==> config.mk <==
export PLATFORM = sky130hd
export DESIGN_NAME = rsmc_top
export DESIGN_NICKNAME = d
export VERILOG_FILES = /design/src/include/rsmc_pkg.sv /design/src/rtl/rsmc_top.sv
export VERILOG_INCLUDE_DIRS = /design/src /design/src/include
export SDC_FILE = /design/constraint.sdc
export NUM_CORES = 1
export LEC_CHECK = 0
export BUFFER_PORTS_ARGS = -buffer_cell sky130_fd_sc_hd__buf_2
export CORE_MARGIN = 3
export CORE_UTILIZATION = 59
export CTS_BUF_LIST = sky130_fd_sc_hd__clkbuf_8 sky130_fd_sc_hd__clkbuf_16
export DETAILED_ROUTE_END_ITERATION = 7
export GPL_TIMING_DRIVEN = 1
export PLACE_DENSITY = 0.8
export SKIP_CTS_REPAIR_TIMING = 1
export SYNTH_ARGS = -nofsm -noshare
export SYNTH_HDL_FRONTEND = slang
export SYNTH_SLANG_ARGS = --single-unit
export TNS_END_PERCENT = 5
==> constraint.sdc <==
create_clock -name CLK_SYS -period 1.9 [get_ports CLK_SYS]
set_input_delay 0.19 -clock CLK_SYS [delete_from_list [all_inputs] [get_ports CLK_SYS]]
set_output_delay 0.19 -clock CLK_SYS [all_outputs]
set_load 0.05 [all_outputs]
==> src/include/rsmc_consts.svh <==
// constants of the remote spi master configuration block: offsets, fields, resets, timing
// assumes an 8-bit register port and a 50 MHz system clock
`ifndef RSMC_CONSTS_SVH
`define RSMC_CONSTS_SVH

// ============================================================
// register offsets
`define RSMC_ADDR_TIMING1 8'h60
`define RSMC_ADDR_TIMING2 8'h61
`define RSMC_ADDR_CONFIG 8'h62
`define RSMC_ADDR_INT_STAT 8'h70
`define RSMC_ADDR_INT_MASK 8'h71
`define RSMC_ADDR_RX_DATA 8'h72

// ============================================================
// reset values
`define RSMC_RST_TIMING1 8'h22
`define RSMC_RST_TIMING2 8'h02
`define RSMC_RST_CONFIG 8'h00
`define RSMC_RST_INT_MASK 8'h00

// ============================================================
// field positions
`define RSMC_CFG_OVF_BIT 7
`define RSMC_CFG_CLR_BIT 2
`define RSMC_CFG_PHASE_BIT 1
`define RSMC_CFG_POL_BIT 0
`define RSMC_INT_OVF_BIT 0
`define RSMC_INT_FRAME_BIT 1

// ============================================================
// timing
`define RSMC_UNIT_NS 40
`define RSMC_CLK_NS 20
`define RSMC_UNIT_CYC ((`RSMC_UNIT_NS + `RSMC_CLK_NS - 1) / `RSMC_CLK_NS)

`endif

==> src/include/rsmc_pkg.sv <==
// types shared by the remote spi master configuration block
// assumes nothing beyond a systemverilog compiler
package rsmc_pkg;

	// ============================================================
	// carriers
	typedef struct packed {
		logic clk;
		logic ss_n;
		logic mosi;
	} rsmc_link_s;

	typedef struct packed {
		logic sclk;
		logic ss_n;
		logic mosi;
	} rsmc_spi_s;

	// ============================================================
	// engine states
	typedef enum logic [2:0] {
		ST_IDLE,
		ST_SS_WAIT,
		ST_SETUP,
		ST_ACTIVE,
		ST_PARK
	} rsmc_state_e;

	typedef logic [5:0] rsmc_cnt_t;

endpackage

==> src/rtl/rsmc_top.sv <==
// remote spi master: regenerates link spi bits on the local spi bus, with config registers
// assumes link and miso pins are asynchronous to CLK_SYS and the link clock is far slower
`include "rsmc_consts.svh"

module rsmc_top (
	input wire logic CLK_SYS,
	input wire logic RST_N,
	input wire logic CE,
	input wire logic [7:0] ADDR,
	input wire logic [7:0] WR_DATA,
	input wire logic WR_STB,
	input wire logic RD_STB,
	output logic [7:0] RD_DATA,
	input wire rsmc_pkg::rsmc_link_s LINK_IN,
	output rsmc_pkg::rsmc_spi_s SPI_OUT,
	input wire logic SPI_MISO,
	output logic IRQ
);
	import rsmc_pkg::*;

	// ============================================================
	// helpers
	function automatic rsmc_cnt_t cyc(input logic [3:0] field);
		cyc = rsmc_cnt_t'((field + 5'd1) * `RSMC_UNIT_CYC);
	endfunction

	// ============================================================
	// input synchronisers: three stages, change accepted when stages two and three agree
	logic [3:0] sy1_ff, sy2_ff, sy3_ff, flt_ff, flt_d_ff;
	logic [3:0] raw_in, nxt_flt;
	assign raw_in = {SPI_MISO, LINK_IN.clk, LINK_IN.ss_n, LINK_IN.mosi};
	assign nxt_flt = (sy2_ff & ~(sy2_ff ^ sy3_ff)) | (flt_ff & (sy2_ff ^ sy3_ff));

	always_ff @(posedge CLK_SYS or negedge RST_N) begin
		if (!RST_N) begin
			sy1_ff <= 4'h6;
			sy2_ff <= 4'h6;
			sy3_ff <= 4'h6;
			flt_ff <= 4'h6;
			flt_d_ff <= 4'h6;
		end else if (CE) begin
			sy1_ff <= raw_in;
			sy2_ff <= sy1_ff;
			sy3_ff <= sy2_ff;
			flt_ff <= nxt_flt;
			flt_d_ff <= flt_ff;
		end
	end

	wire miso_s = flt_ff[3];
	wire link_clk_rise = flt_ff[2] & ~flt_d_ff[2];
	wire link_ss_n_s = flt_ff[1];
	wire link_ss_rise = flt_ff[1] & ~flt_d_ff[1];
	wire link_mosi_s = flt_ff[0];
	wire link_bit_ev = link_clk_rise & ~link_ss_n_s;

	// ============================================================
	// registers
	logic [7:0] timing1_ff, timing2_ff;
	logic clr_ctl_ff, pol_ff, ovf_ff;
	logic [1:0] int_stat_ff, int_mask_ff;
	logic [7:0] rx_ff, rd_data_ff;

	wire [3:0] hold_fld = timing1_ff[7:4];
	wire [3:0] setup_fld = timing1_ff[3:0];
	wire [3:0] ss_setup_fld = timing2_ff[3:0];

	wire wr_t1 = WR_STB && (ADDR == `RSMC_ADDR_TIMING1);
	wire wr_t2 = WR_STB && (ADDR == `RSMC_ADDR_TIMING2);
	wire wr_cfg = WR_STB && (ADDR == `RSMC_ADDR_CONFIG);
	wire wr_mask = WR_STB && (ADDR == `RSMC_ADDR_INT_MASK);
	wire rd_stat = RD_STB && (ADDR == `RSMC_ADDR_INT_STAT);

	// phase bit is hard zero; reserved bits read zero
	logic [7:0] cfg_rd;
	always_comb begin
		cfg_rd = 8'h00;
		cfg_rd[`RSMC_CFG_OVF_BIT] = ovf_ff;
		cfg_rd[`RSMC_CFG_CLR_BIT] = clr_ctl_ff;
		cfg_rd[`RSMC_CFG_PHASE_BIT] = 1'b0;
		cfg_rd[`RSMC_CFG_POL_BIT] = pol_ff;
	end

	logic [7:0] rd_mux;
	always_comb begin
		case (ADDR)
			`RSMC_ADDR_TIMING1: rd_mux = timing1_ff;
			`RSMC_ADDR_TIMING2: rd_mux = {4'h0, timing2_ff[3:0]};
			`RSMC_ADDR_CONFIG: rd_mux = cfg_rd;
			`RSMC_ADDR_INT_STAT: rd_mux = {6'h00, int_stat_ff};
			`RSMC_ADDR_INT_MASK: rd_mux = {6'h00, int_mask_ff};
			`RSMC_ADDR_RX_DATA: rd_mux = rx_ff;
			default: rd_mux = 8'h00;
		endcase
	end

	always_ff @(posedge CLK_SYS or negedge RST_N) begin
		if (!RST_N) begin
			timing1_ff <= `RSMC_RST_TIMING1;
			timing2_ff <= `RSMC_RST_TIMING2;
			clr_ctl_ff <= 1'b0;
			pol_ff <= 1'b0;
			int_mask_ff <= 2'h0;
			rd_data_ff <= 8'h00;
		end else if (CE) begin
			if (wr_t1)
				timing1_ff <= WR_DATA;
			if (wr_t2)
				timing2_ff <= {4'h0, WR_DATA[3:0]};
			if (wr_cfg) begin
				clr_ctl_ff <= WR_DATA[`RSMC_CFG_CLR_BIT];
				pol_ff <= WR_DATA[`RSMC_CFG_POL_BIT];
			end
			if (wr_mask)
				int_mask_ff <= WR_DATA[1:0];
			rd_data_ff <= RD_STB ? rd_mux : 8'h00;
		end
	end

	assign RD_DATA = rd_data_ff;

	// ============================================================
	// pending link bit and end of frame
	logic pend_vld_ff, pend_bit_ff, end_pend_ff;
	logic take_bit, take_end;

	// a second bit before the first was launched means the bus cannot keep pace
	wire ovf_ev = link_bit_ev & pend_vld_ff & ~take_bit;
	wire nxt_pend_vld = link_bit_ev | (pend_vld_ff & ~take_bit);
	wire nxt_end_pend = link_ss_rise | (end_pend_ff & ~take_end);
	// set wins over the clear so an overflow in the clearing cycle survives
	wire nxt_ovf = ovf_ev | (ovf_ff & ~clr_ctl_ff);

	always_ff @(posedge CLK_SYS or negedge RST_N) begin
		if (!RST_N) begin
			pend_vld_ff <= 1'b0;
			pend_bit_ff <= 1'b0;
			end_pend_ff <= 1'b0;
			ovf_ff <= 1'b0;
		end else if (CE) begin
			pend_vld_ff <= nxt_pend_vld;
			if (link_bit_ev)
				pend_bit_ff <= link_mosi_s; // newest bit overwrites on overflow
			end_pend_ff <= nxt_end_pend;
			ovf_ff <= nxt_ovf;
		end
	end

	// ============================================================
	// spi engine
	rsmc_state_e state_ff, nxt_state;
	rsmc_cnt_t cnt_ff, nxt_cnt;
	logic sclk_ff, nxt_sclk, ss_n_ff, nxt_ss_n, mosi_ff, nxt_mosi;
	logic sample, frame_ev;
	wire cnt_done = (cnt_ff == rsmc_cnt_t'(1));

	always_comb begin
		nxt_state = state_ff;
		nxt_cnt = (cnt_ff > rsmc_cnt_t'(1)) ? cnt_ff - rsmc_cnt_t'(1) : cnt_ff;
		nxt_sclk = sclk_ff;
		nxt_ss_n = ss_n_ff;
		nxt_mosi = mosi_ff;
		take_bit = 1'b0;
		take_end = 1'b0;
		sample = 1'b0;
		frame_ev = 1'b0;
		case (state_ff)
			ST_IDLE: begin
				nxt_sclk = pol_ff;
				nxt_ss_n = 1'b1;
				take_end = end_pend_ff & ~pend_vld_ff;
				if (pend_vld_ff) begin
					nxt_ss_n = 1'b0;
					nxt_cnt = cyc(ss_setup_fld);
					nxt_state = ST_SS_WAIT;
				end
			end
			ST_SS_WAIT: begin
				if (cnt_done) begin
					take_bit = 1'b1;
					nxt_mosi = pend_bit_ff;
					nxt_cnt = cyc(setup_fld);
					nxt_state = ST_SETUP;
				end
			end
			ST_SETUP: begin
				if (cnt_done) begin
					// leading edge leaves the idle level and samples input
					nxt_sclk = ~pol_ff;
					sample = 1'b1;
					nxt_cnt = cyc(hold_fld);
					nxt_state = ST_ACTIVE;
				end
			end
			ST_ACTIVE: begin
				if (cnt_done) begin
					nxt_sclk = pol_ff;
					nxt_cnt = cyc(setup_fld);
					nxt_state = ST_PARK;
				end
			end
			ST_PARK: begin
				// data changes only after the inactive clock has been held a full setup time
				if (cnt_done && pend_vld_ff) begin
					take_bit = 1'b1;
					nxt_mosi = pend_bit_ff;
					nxt_cnt = cyc(setup_fld);
					nxt_state = ST_SETUP;
				end else if (cnt_done && end_pend_ff) begin
					take_end = 1'b1;
					frame_ev = 1'b1;
					nxt_ss_n = 1'b1;
					nxt_state = ST_IDLE;
				end
			end
			default: begin
				nxt_state = ST_IDLE;
				nxt_ss_n = 1'b1;
			end
		endcase
	end

	always_ff @(posedge CLK_SYS or negedge RST_N) begin
		if (!RST_N) begin
			state_ff <= ST_IDLE;
			cnt_ff <= rsmc_cnt_t'(1);
			sclk_ff <= 1'b0;
			ss_n_ff <= 1'b1;
			mosi_ff <= 1'b0;
			rx_ff <= 8'h00;
		end else if (CE) begin
			state_ff <= nxt_state;
			cnt_ff <= nxt_cnt;
			sclk_ff <= nxt_sclk;
			ss_n_ff <= nxt_ss_n;
			mosi_ff <= nxt_mosi;
			if (sample)
				rx_ff <= {rx_ff[6:0], miso_s};
		end
	end

	assign SPI_OUT.sclk = sclk_ff;
	assign SPI_OUT.ss_n = ss_n_ff;
	assign SPI_OUT.mosi = mosi_ff;

	// ============================================================
	// interrupts: sticky status, cleared by reading it; set beats clear
	logic [1:0] int_ev;
	always_comb begin
		int_ev = 2'h0;
		int_ev[`RSMC_INT_OVF_BIT] = ovf_ev;
		int_ev[`RSMC_INT_FRAME_BIT] = frame_ev;
	end

	wire [1:0] nxt_int_stat = int_ev | (int_stat_ff & {2{~rd_stat}});

	always_ff @(posedge CLK_SYS or negedge RST_N) begin
		if (!RST_N)
			int_stat_ff <= 2'h0;
		else if (CE)
			int_stat_ff <= nxt_int_stat;
	end

	assign IRQ = |(int_stat_ff & int_mask_ff);

endmodule

==> results.toml, run 1 <==
[power]
p_sw_share_pct = 32.8
p_per_area_mw_per_mm2 = 1220
p_leak_nw = 1.96
pwr-share-clk_pct = 31.1
power.internal_mw = 3.44
seq_power_share_pct = 37.8
vdd_drop_max_uv = 870
power.net_switching_mw = 1.68
p_comb_share_pct = 31.1
power_mw = 5.12

[synth]
synth.distinct_cells = 59
netlist.area_leader.share_pct = 37.4
synth_cells = 329
avgSynthCellArea_um2 = 10.8
synth-seq-area-share_pct = 48.5
yosysWarnings = 0
synth_ff_type = "dfrtp_1"
syn_area_mm2 = 0.00355
ys_ff_latch = 68
synth-edff-count = 0
syn_nets = 359
synth.area.top_cells = "dfrtp_1 (37%), dfstp_2 (11%), mux2_1 (7.0%)"
async_flop_share_pct = 100
yosys.area.top_type = "dfrtp_1"

[floorplan]
io_pins = 37
initial_core_util_pct = 62.5
rows = 27
die_w_um = 83.6
core_area_mm2 = 0.00568
dieArea_mm2 = 0.00698
die_y_um = 83.6

[timing]
holdWs_ns = 0.0668
max-slew-margin-rel_pct = 71.0
hold_viol = 0
fin_ws_ns = 0.0679
rsz0062_at_grt = "yes"
finalSetupViolCount = 0
drv_slew = 0
fmax_ghz = 0.546
post-route-period-util_pct = 96.4
finClkSkew_ns = 0.00514
tightest_slew_ns = 0.435
layout_min_cycle_time_ns = 1.83

[finish]
nets = 411
drive_above_1_share_pct = 31.9
area_growth_pct = 18.5
num-fill-cells = 394
stdcell_count = 458
antennaDiodeCount = 0
final_core_util_pct = 74.1
seq_area_mm2 = 0.00172
multi_input_area_mm2 = 0.00169

[detailed_routing]
viasPerCell = 6.09
totalWireLength_um = 8100
drt_iter0_drc = 199
wl_per_cell_um = 17.7
ant_nets = 0
dr.pass1.iters = 7
via_count = 2788
drcViolationCount = 0

[setup_path]
reg2reg_slack_ns = 0.07
critPathLaunchType = "flip-flop"
reg2reg_from = "cnt_ff[5]$_DFFE_PN0P_"
r2r_end = "state_ff[0]$_DFFE_PN0P_"
crit_type = "reg2reg"
cp_cell_sequence = "nor4_4 > buf_4 > nand2_2 > o211ai_1 > nand2_1 > mux2_1"
crit_required_ns = 2.13
slowest_stage = "dfrtp_1"
critPathMaxStageDelay_ns = 0.42
arrival_ns = 2.06
worstRegToRegCells = 6
cp_max_fo = 9
end_kind = "flip-flop"

[placed_design]
routabilityCongestion = 0.943
place_inst = 441
port_buffers = 36
dp_hpwl_um = 5800
preCtsSetupSlack_ns = -0.0249

[global_routing]
antenna_found_initial = 0
grt_util_all_layers_pct = 25.0
grt_pass1_wl_um = 13900
grt-ovfl-total = 0
grt_max_degree = 69
grt_pass1_vias = 2880

[worst_hold_path]
holdPathEnd = "timing1_ff[5]$_DFFE_PN1P_"
min_path_cells = 2
hp-start = "WR_DATA[5]"
holdCritPathClass = "in2reg"

[clock_tree]
cts_sinks = 68
h-tree-depth = 3
clk-insertion-delay-late_ns = 0.35
cts_tree = "done"
clk_pin_slew_worst_paths_ns = 0.07
cts_buffers = 9
cts_buffer_depth = 2
cts_root_buf = "clkbuf_8"

[outcome]
outcome = "complete, no violations"

[job]
maxCapViolations = 0
[synthesized netlist by cell type (4+ instances only)]
cell type,instances
o2bb2ai_1,9
dfrtp_1,53
a22oi_1,4
nand3_1,9
clkbuf_1,10
o21ai_1,5
buf_4,4
a31oi_1,5
dfstp_2,15
mux2_1,22
xnor2_1,5
nor3_1,6
o21ai_0,20
ha_1,5
nor2_1,15
o211ai_1,4
xor2_1,4
mux2_2,17
nand2_1,23
a21oi_1,19
inv_1,15
a21o_1,4
[through the flow]
stage	TNS [ns]	cell area, um2
after floorplan	0	3550
after global placement	0	3910
after detailed placement	-0.0502	3910
after CTS	-0.165	4180
after global routing	-0.0143	4210
final	0	4210
[area by class of cell]
| type | instances | share of cell area (%) |
|---|---|---|
| multi-input combinational | 226 | 40.3 |
| timing repair buffer | 59 | 8.74 |
| sequential | 68 | 40.9 |
| tap | 72 | 2.14 |
| inverter | 17 | 1.52 |
| clock inverter | 7 | 3.48 |
| clock buffer | 9 | 2.94 |
[cells by family after synthesis]
family          synth area share [%]
simple gates                    12.5
fa+ha+maj                       1.76
compound gates                  16.3
mux                             14.5
flops                           48.5
buf+inv                         4.23
xor+xnor                        2.22
[power groups by stage]
stage               combinational (mW)  clock (mW)  sequential, mW
floorplan                         1.09           0            1.92
finish                            1.59        1.59            1.94
global route                      1.76        1.70            1.97
CTS                               1.55        1.62            1.94
global placement                  1.49           0            1.95
detailed placement                1.54           0            1.96
[registers in the layout, summed over array words and instances (netlist names), 2 cells and up, named ones only]
name,count
RD_DATA,8
sy1_ff,4
state_ff,3
rx_ff,8
int_stat_ff,2
sy3_ff,4
timing1_ff,8
flt_d_ff,2
cnt_ff,6
sy2_ff,4
timing2_ff,4
int_mask_ff,2
[metal layers]
layer	wire, um	vias up	global-route usage, %
li1	-	1304	-
met4	115	0	7.60
met5	0	-	0
met1	3500	1372	33.6
met2	4010	95	39.3
met3	474	17	7.31
[cell usage in the layout, fill, tap and decap left out, types with 6 or more instances in the layout]
master / instances
mux2_1: 22
dfstp_2: 15
clkbuf_8: 9
mux2_2: 17
nor2_1: 15
dfrtp_1: 52
inv_1: 15
a21oi_1: 18
nand3_1: 9
nand2_1: 23
o2bb2ai_1: 9
o21ai_0: 20
buf_4: 21
buf_2: 36
nor3_1: 6
[worst max-delay path: cells and delay by family (launching register included)]
family                 cells  cell delay [ns]
and+or+nand+nor            3             0.57
muxes                      1             0.33
DFF                        1             0.42
buffers and inverters      1             0.18
AOI/OAI and AO/OA          1             0.21
[worst max path at each step]
stage / slack (ns) / end / from / cells after the start
global placement: 0.04 / rx_ff[4]$_DFFE_PN0P_ / cnt_ff[0]$_DFFE_PN1P_ / 4
finish: 0.07 / state_ff[0]$_DFFE_PN0P_ / cnt_ff[5]$_DFFE_PN0P_ / 6
floorplan: 0.15 / cnt_ff[5]$_DFFE_PN0P_ / cnt_ff[0]$_DFFE_PN1P_ / 6
CTS: -0.04 / rx_ff[4]$_DFFE_PN0P_ / cnt_ff[0]$_DFFE_PN1P_ / 4
detailed placement: -0.02 / rx_ff[4]$_DFFE_PN0P_ / cnt_ff[0]$_DFFE_PN1P_ / 4
global route: -0.01 / cnt_ff[5]$_DFFE_PN0P_ / cnt_ff[0]$_DFFE_PN1P_ / 6
(Power assumes the default switching activity.)
==> run 2, diff against run 1 <==
ABC_AREA = 1   (was default)
GPL_TIMING_DRIVEN = 0   (was 1)
==> run 2 against run 1 <==
Effect of this change:
- via count increased by 21%
- final area increased by 0.65%
- critical endpoint unchanged
- non-clock buffer count decreased by 11
- global-route usage increased by 0.76 points
==> results.toml, run 2 <==
[outcome]
outcome = "complete, no violations"

[placed_design]
port_buffers = 35
place_inst = 601
dp_hpwl_um = 6540
routabilityCongestion = 0.922

[finish]
num-fill-cells = 499
area_growth_pct = 12.9
layout_commonest_cell = "nand2_1"
nets = 568
stdcell_count = 618
final_cell_mix = "nand2_1 (160), inv_1 (54), dfrtp_1 (53), nor2_1 (40), buf_2 (39)"
antennaDiodeCount = 0
drive_above_1_share_pct = 19.3

[setup_path]
slowest_stage = "dfstp_2"
end_kind = "flip-flop"
critPathLaunchType = "flip-flop"
crit_top_cell = "nand2_1"
critPathMaxStageDelay_ns = 0.57
worstPathBufferInverterCount = 1
crit_type = "reg2reg"
crit_family = "simple AND/OR/NAND/NOR gates"
cp_cell_sequence = "ha_1 > nand3_4 > inv_4 > nand2_1 > nand2_1 > nand2_1 > nand2_1 > nand2_1"
crit_required_ns = 2.14
arrival_ns = 2.01
cp_max_fo = 9

[worst_hold_path]
holdCritPathClass = "in2reg"

[synth]
synth.area.top_cells = "dfrtp_1 (35%), nand2_1 (16%), dfstp_2 (11%)"
synth-seq-area-share_pct = 45.9
synth_ff_type = "dfrtp_1"
synthMostInstantiatedCell = "nand2_1"
netlist.area_leader.share_pct = 35.4
synth.distinct_cells = 37
synth_cells = 491
syn_nets = 521
synth-edff-count = 0
yosysWarnings = 0
avgSynthCellArea_um2 = 7.64
syn_area_mm2 = 0.00375
ys_ff_latch = 68
synthTopCellsByCount = "nand2_1 (160), inv_1 (54), dfrtp_1 (53), nor2_1 (41), nand3_1 (38)"
yosys.area.top_type = "dfrtp_1"
async_flop_share_pct = 100

[timing]
post-route-period-util_pct = 93.1
drv_slew = 0
max-slew-margin-rel_pct = 44.5
holdWs_ns = 0.0316
layout_min_cycle_time_ns = 1.77
finClkSkew_ns = 0.0108
finalSetupViolCount = 0
tightest_slew_ns = 0.833
tns_ns = 0
hold_viol = 0
fmax_ghz = 0.565

[detailed_routing]
totalWireLength_um = 8970
dr.pass1.iters = 5
viasPerCell = 5.47
wl_per_cell_um = 14.5
ant_nets = 0
drcViolationCount = 0
via_count = 3381
drt_iter0_drc = 219

[floorplan]
core_area_mm2 = 0.00603
rows = 28
dieArea_mm2 = 0.00735
io_pins = 37
initial_core_util_pct = 62.2
die_y_um = 85.7
die_w_um = 85.7

[clock_tree]
cts_sinks = 68
cts_tree = "done"
h-tree-depth = 3
cts_buffer_depth = 2
clk-insertion-delay-late_ns = 0.35
cts_buffers = 9
cts_root_buf = "clkbuf_8"
clk_pin_slew_worst_paths_ns = 0.09

[power]
seq_power_share_pct = 41.5
vdd_drop_max_uv = 773
p_leak_nw = 2.26
p_sw_share_pct = 40.0
pwr-share-clk_pct = 25.0
power_mw = 4.76
power.internal_mw = 2.86
p_per_area_mw_per_mm2 = 1120
power.net_switching_mw = 1.90
p_comb_share_pct = 33.5

[job]
maxCapViolations = 0

[global_routing]
antenna_found_initial = 0
grt-ovfl-total = 0
grt_max_degree = 69
grt_pass1_wl_um = 14800
grt_util_all_layers_pct = 25.7
grt_pass1_vias = 3186
## run 2: area by class of cell
| type | count | area (um2) | share of cell area [%] |
|---|---|---|---|
| repair buffers | 36 | 188 | 4.43 |
| flip-flops and latches | 68 | 1720 | 40.6 |
| clock buffers | 10 | 149 | 3.52 |
| clock inverters | 6 | 52.6 | 1.24 |
| inverters | 58 | 220 | 5.20 |
| well taps | 75 | 93.8 | 2.22 |
| plain buffers | 12 | 77.6 | 1.83 |
| multi-input cells | 353 | 1730 | 40.9 |
## run 2: routing by layer
metal  track usage, %  routed length, um  up-vias  part of all wire [%]
met3             4.61                600       18                   6.7
met2             41.9               4240      134                    47
li1                 -                  -     1664                     -
met4             7.77                182        0                   2.0
met1             35.3               3940     1565                    44
met5                0                  0        -                     0
## run 2: final timing paths
| check | start | end | slack, ns | cells after the start |
|---|---|---|---|---|
| worst min register to register | sy1_ff[2]$_DFFE_PN1P_ | sy1_ff[2]$_DFFE_PN1P_ | 0.47 | 2 |
| worst min-delay path | LINK_IN[2] | sy1_ff[2]$_DFFE_PN1P_ | 0.03 | 3 |
| worst max register to register | cnt_ff[0]$_DFFE_PN1P_ | state_ff[0]$_DFFE_PN0P_ | 0.13 | 8 |
| min in group asynchronous | RST_N | state_ff[0]$_DFFE_PN0P_ | 0.49 | 2 |
| max in group asynchronous | RST_N | cnt_ff[2]$_DFFE_PN0P_ | 0.87 | 2 |
| worst max-delay path | cnt_ff[0]$_DFFE_PN1P_ | state_ff[0]$_DFFE_PN0P_ | 0.13 | 8 |
## run 2: power by group through the flow
stage	sequential [mW]	clock, mW	combinational [mW]
global route	2.01	1.27	1.80
detailed placement	2.00	0	1.56
CTS	1.97	1.21	1.57
global placement	1.98	0	1.51
finish	1.97	1.19	1.59
floorplan	1.93	0	1.24
## run 2: cell families (layout without fill, tap and decap cells)
group,count (synthesis),in the layout,synth area share (%)
fa+ha+maj,5,5,1.67
flops,68,68,45.9
simple gates,271,271,32.2
mux,3,3,1.20
xor+xnor,3,3,0.701
compound gates,71,71,10.4
buf+inv,70,122,7.94
## run 2: metrics by stage
step / cell area (um2) / worst slack [ns] / util (%)
after global routing: 4240 / -0.00832 / 70.3
final: 4240 / 0.130 / 70.3
after floorplan: 3750 / 0.349 / -
after detailed placement: 4020 / 0.151 / 66.7
after CTS: 4220 / 0.129 / 70.1
after global placement: 4020 / 0.172 / 66.7
## run 2: worst min-delay path: cells and delay by family
kind	cells	cell delay [ns]
AND/OR/NAND/NOR	2	0.10
buffers and inverters	1	0.09
==> run 3, diff against run 2 <==
--- a/config.mk
+++ b/config.mk
@@ -10,9 +10,9 @@
 export BUFFER_PORTS_ARGS = -buffer_cell sky130_fd_sc_hd__buf_2
 export CORE_MARGIN = 3
-export CORE_UTILIZATION = 59
+export CORE_UTILIZATION = 50
 export CTS_BUF_LIST = sky130_fd_sc_hd__clkbuf_8 sky130_fd_sc_hd__clkbuf_16
 export DETAILED_ROUTE_END_ITERATION = 7
 export GPL_TIMING_DRIVEN = 0
-export PLACE_DENSITY = 0.8
+export PLACE_DENSITY = 0.69
 export SKIP_CTS_REPAIR_TIMING = 1
 export SYNTH_ARGS = -nofsm -noshare
==> constraint.sdc (replaced) <==
create_clock -name CLK_SYS -period 1.9 [get_ports CLK_SYS]
set_input_delay 0 -clock CLK_SYS [delete_from_list [all_inputs] [get_ports CLK_SYS]]
set_output_delay 0 -clock CLK_SYS [all_outputs]
set_load 0.05 [all_outputs]
==> run 3 against run 2 <==
Effect of this change:
- sequential share of layout area down 1.4 points
- routed wire length is 1.5% higher
- sequential cell count did not move
- fmax up 2.9%
- critical path type unchanged
- largest cell class unchanged
- die area rose by 17%
- combinational power hardly changed
==> results.toml, run 3 (same netlist as run 2, synthesis figures left out) <==
[outcome]
outcome = "complete, no violations"

[detailed_routing]
drcViolationCount = 0
drt_iter0_drc = 203
totalWireLength_um = 9110
dr.pass1.iters = 6
viasPerCell = 5.27
ant_nets = 0
via_count = 3428
wl_per_cell_um = 14.0

[worst_hold_path]
min_path_cells = 3
holdCritPathClass = "in2reg"

[power]
p_per_area_mw_per_mm2 = 1100
vdd_drop_max_uv = 468
p_leak_nw = 2.31

[setup_path]
critPathMaxStageDelay_ns = 0.58
cp_max_fo = 9
arrival_ns = 2.01
worstRegToRegCells = 7
cp_cell_sequence = "ha_2 > nand3_4 > nor2_1 > nand2_1 > nand4_1 > nor2_1 > nor2_1"
crit_required_ns = 2.19
slowest_stage = "dfstp_2"
crit_top_cell = "nor2_1"
end_kind = "flip-flop"
critPathLaunchType = "flip-flop"
path_depth = 7
crit_type = "reg2reg"
worstPathBufferInverterCount = 0
crit_family = "simple AND/OR/NAND/NOR gates"

[global_routing]
grt_util_all_layers_pct = 22.5
grt_max_degree = 69
grt-ovfl-total = 0
antenna_found_initial = 0
grt_pass1_wl_um = 15000
grt_pass1_vias = 3208

[timing]
layout_min_cycle_time_ns = 1.72
post-route-period-util_pct = 90.5
tns_ns = 0
drv_slew = 0
tightest_slew_ns = 0.845
finalSetupViolCount = 0
rsz0062_at_grt = "no"
fmax_ghz = 0.581
finClkSkew_ns = 0.00952
hold_viol = 0
fin_ws_ns = 0.180
max-slew-margin-rel_pct = 43.7

[floorplan]
rows = 30
core_area_mm2 = 0.00702
initial_core_util_pct = 53.4
die_w_um = 92.6
die_y_um = 92.6
io_pins = 37
dieArea_mm2 = 0.00857

[finish]
layout_commonest_cell = "nand2_1"
drive_above_1_share_pct = 18.9
seq_area_mm2 = 0.00172
multi_input_area_mm2 = 0.00173
num-fill-cells = 654
final_cell_mix = "nand2_1 (160), inv_1 (54), dfrtp_1 (53), nor2_1 (41), buf_2 (39)"
antennaDiodeCount = 0
area_growth_pct = 17.0
nets = 580

[clock_tree]
clk-insertion-delay-late_ns = 0.35
cts_sinks = 68
cts_buffer_depth = 2
h-tree-depth = 3
cts_buffers = 9
cts_tree = "done"
cts_root_buf = "clkbuf_8"
clk_pin_slew_worst_paths_ns = 0.08

[placed_design]
preCtsSetupSlack_ns = 0.171
dp_hpwl_um = 6510
routabilityCongestion = 0.892
port_buffers = 35

[job]
maxCapViolations = 0
-- run 3: cell types whose count changed in the layout (fill, tap and decap cells not counted), sizes merged --
cell         previous run  this run
bufinv                  0         1
clkbuf                 12        11
clkinv                  3         0
clkinvlp                0         2
dlygate4sd3             1        13
inv                    61        62
-- run 3: per-stage QoR --
| step | hold slack [ns] | instance area, um2 | power [mW] | cells | utilization (%) |
|---|---|---|---|---|---|
| after global placement | 0.202 | 4050 | 3.51 | 622 | 57.6 |
| after floorplan | -0.296 | 3750 | 3.17 | 491 | - |
| after CTS | -0.224 | 4250 | 4.83 | 638 | 60.6 |
| after detailed placement | 0.166 | 4050 | 3.56 | 622 | 57.7 |
| after global routing | 0.0195 | 4390 | 5.17 | 651 | 62.5 |
| final | 0.0270 | 4390 | 4.83 | 651 | 62.5 |
-- run 3: area by class of cell --
| type | instances | share of cell area [%] |
|---|---|---|
| clock buffers | 9 | 2.82 |
| well taps | 96 | 2.74 |
| repair buffers | 48 | 7.02 |
| flip-flops and latches | 68 | 39.2 |
| plain buffers | 12 | 1.77 |
| inverters | 58 | 5.02 |
| multi-input cells | 353 | 39.5 |
| clock inverters | 7 | 1.88 |
-- run 3: power breakdown --
part	internal [mW]	switching, mW
combinational	0.563	1.03
clock	0.628	0.632
sequential	1.73	0.247
total	2.92	1.91
-- run 3: layer usage --
| metal | GRT usage (%) | up-vias | share of wire, % |
|---|---|---|---|
| met5 | 0 | - | 0 |
| met2 | 35.3 | 111 | 46 |
| li1 | - | 1698 | - |
| met1 | 30.3 | 1593 | 46 |
| met3 | 4.39 | 26 | 5.3 |
| met4 | 9.28 | 0 | 2.5 |
-- run 3: worst reg2reg max path, stage by stage (launching register included) --
cell and delay, ns:
dfstp_2 0.58, ha_2 0.23, nand3_4 0.16, nor2_1 0.31
nand2_1 0.09, nand4_1 0.14, nor2_1 0.06, nor2_1 0.08
-- run 3: path summary, 6_finish.rpt --
kind,from,end,slack [ns]
worst max-delay path,cnt_ff[0]$_DFFE_PN1P_,cnt_ff[3]$_DFFE_PN0P_,0.18
min in group asynchronous,RST_N,timing1_ff[3]$_DFFE_PN0P_,0.28
worst min-delay path,CE,sy3_ff[1]$_DFFE_PN1P_,0.03
worst max register to register,cnt_ff[0]$_DFFE_PN1P_,cnt_ff[3]$_DFFE_PN0P_,0.18
max in group asynchronous,RST_N,rx_ff[1]$_DFFE_PN0P_,1.06
worst min register to register,sy1_ff[2]$_DFFE_PN1P_,sy1_ff[2]$_DFFE_PN1P_,0.47
